[config.mk]
export PLATFORM = sky130hd
export DESIGN_NAME = t3_rx_status_latch_irq
export DESIGN_NICKNAME = d
export VERILOG_FILES = /design/src/rtl/t3_rx_pkg.sv /design/src/rtl/sticky_flag_bank.sv /design/src/rtl/t3_rx_status_latch_irq.sv
export SDC_FILE = /design/constraint.sdc
export NUM_CORES = 1
export LEC_CHECK = 0
export ABC_AREA = 1
export CAP_MARGIN = 20
export CORE_ASPECT_RATIO = 1.2
export CORE_UTILIZATION = 65
export CTS_CLUSTER_SIZE = 20
export DETAILED_ROUTE_END_ITERATION = 16
export DONT_BUFFER_PORTS = 1
export HOLD_SLACK_MARGIN = 0.05
export MAX_ROUTING_LAYER = met4
export PLACE_DENSITY = 0.78
export SLEW_MARGIN = 40
export SYNTH_ARGS = -nofsm -noshare
export SYNTH_HDL_FRONTEND = slang
export SYNTH_HIERARCHICAL = 1
export SYNTH_SLANG_ARGS = --single-unit
[constraint.sdc]
create_clock -name sys_clk_i -period 2 [get_ports sys_clk_i]
set_input_delay 0.1 -clock sys_clk_i [delete_from_list [all_inputs] [get_ports sys_clk_i]]
set_output_delay 0.1 -clock sys_clk_i [all_outputs]
set_load 0.01 [all_outputs]
[src/rtl/t3_rx_pkg.sv]
package t3_rx_pkg;

  // ****************************************************************
  // Register map
  // ****************************************************************
  localparam int ADDR_W = 10;
  localparam int DATA_W = 16;
  localparam logic [9:0] OFS_ERR_STATUS = 10'h126;
  localparam logic [9:0] OFS_ALARM_LATCH = 10'h128;
  localparam logic [9:0] OFS_ERR_LATCH = 10'h12A;
  localparam logic [9:0] OFS_ALARM_IE = 10'h12C;

  // ****************************************************************
  // Reset values and implemented-bit masks
  // ****************************************************************
  localparam logic [15:0] ALARM_IE_RESET = 16'h0000;
  localparam logic [15:0] LATCH_RESET = 16'h0000;
  localparam logic [15:0] ALARM_MASK = 16'h0FFF;
  localparam logic [15:0] ERR_LATCH_MASK = 16'h0F0F;
  localparam logic [15:0] M23_HOLD_MASK = 16'h0C0C;
  localparam logic [3:0] ERR_STATUS_RESET = 4'h0;
  localparam logic [11:0] LIVE_RESET = 12'h000;

  // ****************************************************************
  // Alarm latch bit positions
  // ****************************************************************
  localparam int BIT_FMT_MISMATCH = 11;
  localparam int BIT_APP_ID = 10;
  localparam int BIT_IDLE = 9;
  localparam int BIT_UNFRAMED_ONES = 8;
  localparam int BIT_MULTIFRAME_LOSS = 7;
  localparam int BIT_SEVERE_ERR = 6;
  localparam int BIT_REALIGN = 5;
  localparam int BIT_FRAME_LOSS = 4;
  localparam int BIT_REMOTE_DEFECT = 3;
  localparam int BIT_ALARM_IND = 2;
  localparam int BIT_OUT_OF_FRAME = 1;
  localparam int BIT_SIGNAL_LOSS = 0;

  // ****************************************************************
  // Error latch and error status bit positions
  // ****************************************************************
  localparam int BIT_CBIT_ERR = 11;
  localparam int BIT_FAR_ERR = 10;
  localparam int BIT_PBIT_ERR = 9;
  localparam int BIT_FRM_ERR = 8;
  localparam int BIT_CBIT_NZ = 3;
  localparam int BIT_FAR_NZ = 2;
  localparam int BIT_PBIT_NZ = 1;
  localparam int BIT_FRM_NZ = 0;

  // ****************************************************************
  // Framing count select and error gating
  // ****************************************************************
  localparam logic [1:0] FSEL_OOF = 2'h0;
  localparam logic [1:0] FSEL_M_AND_F = 2'h1;
  localparam logic [1:0] FSEL_F_ONLY = 2'h2;
  localparam logic [1:0] FSEL_M_ONLY = 2'h3;
  localparam logic [1:0] HOLDOFF_FRAMES = 2'h2;
  localparam logic [1:0] HOLDOFF_IDLE = 2'h0;

endpackage

[src/rtl/sticky_flag_bank.sv]
`timescale 1ns/1ps
module sticky_flag_bank #(
  parameter int WIDTH = 16
) (
  input wire logic sys_clk_i,
  input wire logic reset_n_i,
  input wire logic [WIDTH-1:0] set_i,
  input wire logic [WIDTH-1:0] clr_i,
  input wire logic [WIDTH-1:0] hold_zero_i,
  output logic [WIDTH-1:0] flags_o
);

  typedef struct packed {
    logic [WIDTH-1:0] flags;
  } bank_t;

  bank_t st_ff;
  bank_t nxt_st;

  // ****************************************************************
  // Per-bit sticky flag
  // ****************************************************************
  always_comb
  begin
    nxt_st = st_ff;
    for (int i = 0; i < WIDTH; i++)
    begin
      // Set beats a same-cycle clear so no event is lost
      if (hold_zero_i[i])
        nxt_st.flags[i] = 1'b0;
      else if (set_i[i])
        nxt_st.flags[i] = 1'b1;
      else if (clr_i[i])
        nxt_st.flags[i] = 1'b0;
    end
  end

  always_ff @(posedge sys_clk_i)
  begin
    if (!reset_n_i)
      st_ff <= '0;
    else
      st_ff <= nxt_st;
  end

  assign flags_o = st_ff.flags;

endmodule

[src/rtl/t3_rx_status_latch_irq.sv]
`timescale 1ns/1ps
module t3_rx_status_latch_irq (
  input wire logic sys_clk_i,
  input wire logic reset_n_i,
  input wire logic [9:0] addr_i,
  input wire logic rd_en_i,
  input wire logic wr_en_i,
  input wire logic [15:0] wr_data_i,
  input wire logic m23_mode_i,
  input wire logic [1:0] framing_count_select_i,
  input wire logic err_count_ungated_i,
  input wire logic port_global_irq_en_i,
  input wire logic format_mismatch_i,
  input wire logic app_id_channel_i,
  input wire logic idle_i,
  input wire logic unframed_all_ones_i,
  input wire logic multiframe_loss_i,
  input wire logic severely_errored_i,
  input wire logic frame_loss_i,
  input wire logic remote_defect_i,
  input wire logic alarm_indication_i,
  input wire logic out_of_frame_i,
  input wire logic signal_loss_i,
  input wire logic frame_realign_i,
  input wire logic frame_start_i,
  input wire logic oof_onset_i,
  input wire logic f_bit_err_i,
  input wire logic m_bit_err_i,
  input wire logic pbit_parity_err_i,
  input wire logic cbit_parity_err_i,
  input wire logic far_block_err_i,
  input wire logic cbit_count_nz_i,
  input wire logic far_block_count_nz_i,
  input wire logic pbit_count_nz_i,
  input wire logic framing_count_nz_i,
  output logic [15:0] rd_data_o,
  output logic port_irq_o,
  output logic framing_err_event_o,
  output logic pbit_err_event_o,
  output logic cbit_err_event_o,
  output logic far_block_err_event_o
);

  typedef struct packed {
    logic primed;
    logic [11:0] live_prev;
    logic [3:0] nz_status;
    logic [1:0] holdoff;
    logic framing_evt;
    logic pbit_evt;
    logic cbit_evt;
    logic far_evt;
    logic [15:0] alarm_ie;
    logic [15:0] rd_data;
    logic irq;
  } ctl_t;

  ctl_t st_ff;
  ctl_t nxt_st;

  logic [15:0] alarm_flags;
  logic [15:0] err_flags;
  logic [15:0] alarm_set;
  logic [15:0] alarm_clr;
  logic [15:0] err_set;
  logic [15:0] err_clr;
  logic [15:0] err_hold;
  logic [11:0] live;
  logic [3:0] nz_now;
  logic suppress;
  logic holdoff_on;
  logic frm_raw;
  logic frm_q;
  logic pbit_q;
  logic cbit_q;
  logic far_q;
  logic wr_alarm_latch;
  logic wr_err_latch;
  logic wr_alarm_ie;

  // ****************************************************************
  // Live alarm vector, realign position carries no level
  // ****************************************************************
  always_comb
  begin
    live = t3_rx_pkg::LIVE_RESET;
    live[t3_rx_pkg::BIT_FMT_MISMATCH] = format_mismatch_i;
    live[t3_rx_pkg::BIT_APP_ID] = app_id_channel_i;
    live[t3_rx_pkg::BIT_IDLE] = idle_i;
    live[t3_rx_pkg::BIT_UNFRAMED_ONES] = unframed_all_ones_i;
    live[t3_rx_pkg::BIT_MULTIFRAME_LOSS] = multiframe_loss_i;
    live[t3_rx_pkg::BIT_SEVERE_ERR] = severely_errored_i;
    live[t3_rx_pkg::BIT_FRAME_LOSS] = frame_loss_i;
    live[t3_rx_pkg::BIT_REMOTE_DEFECT] = remote_defect_i;
    live[t3_rx_pkg::BIT_ALARM_IND] = alarm_indication_i;
    live[t3_rx_pkg::BIT_OUT_OF_FRAME] = out_of_frame_i;
    live[t3_rx_pkg::BIT_SIGNAL_LOSS] = signal_loss_i;
  end

  // ****************************************************************
  // Error event qualification
  // ****************************************************************
  always_comb
  begin
    suppress = !err_count_ungated_i
      && (out_of_frame_i || alarm_indication_i);
    // Parity and far-end errors also skipped for two frames after OOF
    holdoff_on = !err_count_ungated_i
      && (st_ff.holdoff != t3_rx_pkg::HOLDOFF_IDLE);
    frm_raw = 1'b0;
    unique case (framing_count_select_i)
      t3_rx_pkg::FSEL_OOF: frm_raw = oof_onset_i;
      t3_rx_pkg::FSEL_M_AND_F: frm_raw = f_bit_err_i || m_bit_err_i;
      t3_rx_pkg::FSEL_F_ONLY: frm_raw = f_bit_err_i;
      t3_rx_pkg::FSEL_M_ONLY: frm_raw = m_bit_err_i;
    endcase
    // OOF onsets count regardless of the gating control
    if (framing_count_select_i == t3_rx_pkg::FSEL_OOF)
      frm_q = frm_raw;
    else
      frm_q = frm_raw && !suppress;
    pbit_q = pbit_parity_err_i && !suppress && !holdoff_on;
    cbit_q = cbit_parity_err_i && !suppress && !holdoff_on
      && !m23_mode_i;
    far_q = far_block_err_i && !suppress && !holdoff_on && !m23_mode_i;
  end

  // ****************************************************************
  // Count-nonzero status
  // ****************************************************************
  always_comb
  begin
    nz_now = t3_rx_pkg::ERR_STATUS_RESET;
    nz_now[t3_rx_pkg::BIT_CBIT_NZ] = cbit_count_nz_i && !m23_mode_i;
    nz_now[t3_rx_pkg::BIT_FAR_NZ] = far_block_count_nz_i
      && !m23_mode_i;
    nz_now[t3_rx_pkg::BIT_PBIT_NZ] = pbit_count_nz_i;
    nz_now[t3_rx_pkg::BIT_FRM_NZ] = framing_count_nz_i;
  end

  // ****************************************************************
  // Register write decode
  // ****************************************************************
  always_comb
  begin
    wr_alarm_latch = wr_en_i && addr_i == t3_rx_pkg::OFS_ALARM_LATCH;
    wr_err_latch = wr_en_i && addr_i == t3_rx_pkg::OFS_ERR_LATCH;
    // Status offset has no decode, so writes there are dropped
    wr_alarm_ie = wr_en_i && addr_i == t3_rx_pkg::OFS_ALARM_IE;
  end

  // ****************************************************************
  // Latch set and clear terms
  // ****************************************************************
  always_comb
  begin
    alarm_set = '0;
    if (st_ff.primed)
    begin
      // Any edge counts for the plain alarm conditions
      alarm_set[11:0] = live ^ st_ff.live_prev;
      alarm_set[t3_rx_pkg::BIT_FMT_MISMATCH] = format_mismatch_i
        && !st_ff.live_prev[t3_rx_pkg::BIT_FMT_MISMATCH];
    end
    alarm_set[t3_rx_pkg::BIT_REALIGN] = frame_realign_i;
    alarm_set = alarm_set & t3_rx_pkg::ALARM_MASK;

    err_set = '0;
    err_set[t3_rx_pkg::BIT_CBIT_ERR] = cbit_q;
    err_set[t3_rx_pkg::BIT_FAR_ERR] = far_q;
    err_set[t3_rx_pkg::BIT_PBIT_ERR] = pbit_q;
    err_set[t3_rx_pkg::BIT_FRM_ERR] = frm_q;
    err_set[3:0] = nz_now & ~st_ff.nz_status;
    err_hold = m23_mode_i ? t3_rx_pkg::M23_HOLD_MASK : '0;

    alarm_clr = '0;
    err_clr = '0;
    if (wr_alarm_latch)
      alarm_clr = wr_data_i;
    if (wr_err_latch)
      err_clr = wr_data_i;
  end

  sticky_flag_bank #(
    .WIDTH(16)
  ) u_alarm_latch (
    .sys_clk_i(sys_clk_i),
    .reset_n_i(reset_n_i),
    .set_i(alarm_set),
    .clr_i(alarm_clr),
    .hold_zero_i(~t3_rx_pkg::ALARM_MASK),
    .flags_o(alarm_flags)
  );

  sticky_flag_bank #(
    .WIDTH(16)
  ) u_err_latch (
    .sys_clk_i(sys_clk_i),
    .reset_n_i(reset_n_i),
    .set_i(err_set & t3_rx_pkg::ERR_LATCH_MASK),
    .clr_i(err_clr),
    .hold_zero_i(err_hold | ~t3_rx_pkg::ERR_LATCH_MASK),
    .flags_o(err_flags)
  );

  // ****************************************************************
  // Control state, register access, interrupt
  // ****************************************************************
  always_comb
  begin
    nxt_st = st_ff;
    nxt_st.primed = 1'b1;
    nxt_st.live_prev = live;
    nxt_st.nz_status = nz_now;

    // Holdoff covers the frame where OOF ends and the next one
    if (st_ff.primed && st_ff.live_prev[t3_rx_pkg::BIT_OUT_OF_FRAME]
        && !out_of_frame_i)
      nxt_st.holdoff = t3_rx_pkg::HOLDOFF_FRAMES;
    else if (frame_start_i && st_ff.holdoff != t3_rx_pkg::HOLDOFF_IDLE)
      nxt_st.holdoff = st_ff.holdoff - 2'h1;

    nxt_st.framing_evt = frm_q;
    nxt_st.pbit_evt = pbit_q;
    nxt_st.cbit_evt = cbit_q;
    nxt_st.far_evt = far_q;

    if (wr_alarm_ie)
      nxt_st.alarm_ie = wr_data_i & t3_rx_pkg::ALARM_MASK;

    if (rd_en_i)
    begin
      unique case (addr_i)
        t3_rx_pkg::OFS_ERR_STATUS:
          nxt_st.rd_data = {12'h000, st_ff.nz_status};
        t3_rx_pkg::OFS_ALARM_LATCH:
          nxt_st.rd_data = alarm_flags;
        t3_rx_pkg::OFS_ERR_LATCH:
          nxt_st.rd_data = err_flags;
        t3_rx_pkg::OFS_ALARM_IE:
          nxt_st.rd_data = st_ff.alarm_ie;
        default:
          nxt_st.rd_data = 16'h0000;
      endcase
    end

    // Level request; drops once every enabled flag is gone or the global enable is off
    nxt_st.irq = port_global_irq_en_i
      && |(alarm_flags & st_ff.alarm_ie);
  end

  always_ff @(posedge sys_clk_i)
  begin
    if (!reset_n_i)
    begin
      st_ff.primed <= 1'b0;
      st_ff.live_prev <= t3_rx_pkg::LIVE_RESET;
      st_ff.nz_status <= t3_rx_pkg::ERR_STATUS_RESET;
      st_ff.holdoff <= t3_rx_pkg::HOLDOFF_IDLE;
      st_ff.framing_evt <= 1'b0;
      st_ff.pbit_evt <= 1'b0;
      st_ff.cbit_evt <= 1'b0;
      st_ff.far_evt <= 1'b0;
      st_ff.alarm_ie <= t3_rx_pkg::ALARM_IE_RESET;
      st_ff.rd_data <= 16'h0000;
      st_ff.irq <= 1'b0;
    end
    else
    begin
      st_ff <= nxt_st;
    end
  end

  assign rd_data_o = st_ff.rd_data;
  assign port_irq_o = st_ff.irq;
  assign framing_err_event_o = st_ff.framing_evt;
  assign pbit_err_event_o = st_ff.pbit_evt;
  assign cbit_err_event_o = st_ff.cbit_evt;
  assign far_block_err_event_o = st_ff.far_evt;

endmodule

==> results.md <==
* Worst-Margin Slew at 505 ps
* Adder-Cell Fraction of Synth Area at 0.279%
* Core ar. at 6530 µm²
* Gr ovfl total at 0
* Post-synth EDFFs at 0
* Initial antenna violation count at 0
* Starting Density at 68.6%
* Wire length of the first global-routing pass at 20.4 mm
* Critical Path Sink Type: register
* Top-count cell post-synth: nand2_1
* Worst setup SP type: register
* Antenna Nets Post-Route at 0
* NetSw at 957 µW
* RSZ-0062 raised after global routing: false
* Root Driver: clkbuf_8
* Final Hold Vio Count at 0
* CTS tree: built
* Yosys reg bits at 83
* Per-cell routed wire length at 14.9 µm
* Ys async rst share at 0%
* Synth top area cells: dfxtp_1, nand2_1, inv_1
* Crit share post-route at 92.7%
* # rows at 32
* Largest net degree at the start of global routing at 37
* Share of Yosys cell area claimed by the top area cell type at 37.1%
* Drt pass-1 iters at 6
* Mux cell area share after synthesis at 0%
* Post-synth top cells: nand2_1, inv_1, dfxtp_1, nor2_1, a21oi_1
* Crit path time final at 1850 ps
* Layout cells sized above 1 at 9.10%
* Outcome: complete, no violations
* Simple-Gate Fraction of Synth Area at 28.8%
* Setup Skew at 21.7 ps
* Post-synth top flop: dfxtp_1
* Placed inst area at 4480 µm²
* Placed wire-length estimate at 7.24 mm
* Max_cap viols at 0
* Largest family of logic cells by synthesized area: simple AND/OR/NAND/NOR gates
* I/O pin cnt at 79
* Worst EP arrival at 2100 ps
* Clock Pin Slew Worst Setup and Hold Paths at 110 ps
* IO buf count at 0
* Final core occ at 78.6%
* Worst Hold Class: input port to register
* Via count at 4267
* Complex-gate fraction of the synthesized area at 13.4%
* Slew Viols, Final at 0
* Layout area overhead at 14.6%
* Post-route cell area at 5130 µm²
* Final setup viols at 0
* Post-cts gate resize count at 0
* Final total power at 3.27 mW
* Synthesized area at 4480 µm²
* Die Height at 92.9 µm
* Placed cell count at 770
* Sw frac at 29.2%
* Leakage at 2.34 nW
* Post-CTS Setup Inserts at 0
* Setup ws final at 146 ps
* Vias in the first global route at 4350
* Placer Congestion at 0.889
* Fin nets at 801
* P per Cell Area at 638 nW/µm²
* Seq pwr share at 53.5%
* Leading area contributor after synthesis: dfxtp_1
* Die area at 7220 µm²
* CP required at 2240 ps
* Synth Warn # at 6
* Distinct cells, synth at 32
* Via density at 5.13
* Crit path kind: register to register
* DR iter-0 viols at 320
* Post-route DRC at 0
* Num CTS Buffers at 9
* Post-route insts no fill at 832
* Place WS at 456 ps
* Clock sinks at 83
* Die width at 77.8 µm
* Clock tree buffer depth at 2
* Peak supply drop at 0.530 mV
* Synth Area in XOR/XNOR at 0%
* Mapped Avg Cell Area at 6.60 µm²
* Part of the power in combinational logic at 11.7%
* Max FO, Critical Path at 6
* Clock Latency Late Sink at 370 ps
* Routed wire length at 12.4 mm
* Total GRT Usage at 37.9%
* Relative slew margins at 66.2%
* Clock share of power at 34.8%
* Post-Synthesis Cells at 678
* Achievable Freq at 539 MHz
* H-tree levels at 3
* Diode count at 0
* P_int at 2.32 mW
* Fill cells at 456
* Setup TNS Final at 0 ps
* Sequential share of the synthesized area at 37.1%
* Fin Hold WS at 81.4 ps
==> kinds of logic after synthesis <==
group,count (synthesis)
buf+inv,203
other cells,2
simple gates,301
flops,83
compound gates,88
fa+ha+maj,1
==> power groups by stage <==
stage	combinational (mW)	clock [mW]	sequential, mW
6_report	0.384	1.14	1.75
3_3_place_gp	0.240	0	1.78
5_1_grt	0.421	1.21	1.75
3_5_place_dp	0.247	0	1.78
2_1_floorplan	0.235	0	1.77
4_1_cts	0.343	1.11	1.74
==> cell usage in the layout, fill, tap and decap left out, types with 14 or more instances in the layout <==
cell           Yosys  layout
nand3_1           19      19
nand2_1          171     171
dfxtp_1           83      83
a21oi_1           38      38
a21oi_2           20      20
conb_1             2      40
nor2_1            76      76
o21ai_0           14      14
inv_1            164     164
dlygate4sd3_1      0      45
==> final timing paths <==
path	start	to	slack [ps]	cells after the start
min reg2reg	u_err_latch/flags_o[0]$_SDFFE_PP0P_	u_err_latch/flags_o[0]$_SDFFE_PP0P_	470	2
max reg2reg	st_ff[37]$_SDFFE_PP0P_	far_block_err_event_o$_SDFF_PN0_	150	5
max	st_ff[37]$_SDFFE_PP0P_	far_block_err_event_o$_SDFF_PN0_	150	5
min	idle_i	u_alarm_latch/flags_o[9]$_SDFFE_PP0P_	80	4
==> registers in the layout, indices dropped and copies added (netlist names) <==
register and cells:
pbit_err_event_o 1, cbit_err_event_o 1, far_block_err_event_o 1, rd_data_o 16
framing_err_event_o 1, u_err_latch/flags_o 16, port_irq_o 1, u_alarm_latch/flags_o 16
st_ff 30
==> area by class of cell <==
| type | count | area [µm²] | share of cell area [%] |
|---|---|---|---|
| Clock inverter | 6 | 51.3 | 1.00 |
| Timing Repair Buffer | 51 | 508 | 9.90 |
| Tap cell | 85 | 106 | 2.07 |
| Sequential cell | 83 | 1660 | 32.4 |
| Inverter | 167 | 627 | 12.2 |
| Clock buffer | 10 | 128 | 2.49 |
| Multi-Input combinational cell | 430 | 2050 | 39.9 |
==> critical path: stages, from the launching register on <==
cell and delay [ps]:
dfxtp_1 380, inv_1 80, ha_1 290, nor2_1 320
nor4_1 100, dlygate4sd3_1 570
==> metal layers <==
| metal | vias up | global-route usage [%] | routed length [µm] | share of wire, % |
|---|---|---|---|---|
| met5 | - | - | 0 | 0 |
| met4 | 0 | 20.0 | 557 | 4.5 |
| met3 | 57 | 6.21 | 826 | 6.7 |
| met2 | 224 | 67.0 | 6120 | 49 |
| met1 | 1895 | 40.3 | 4880 | 39 |
| li1 | 2091 | - | - | - |
==> repair_timing <==
action | in CTS | in global routing
setup endpoints to repair | 0 | 0
endpoints found under the hold margin | 69 | 0
hold buffers | 46 | 0
Power figures use the tool's default switching activity.
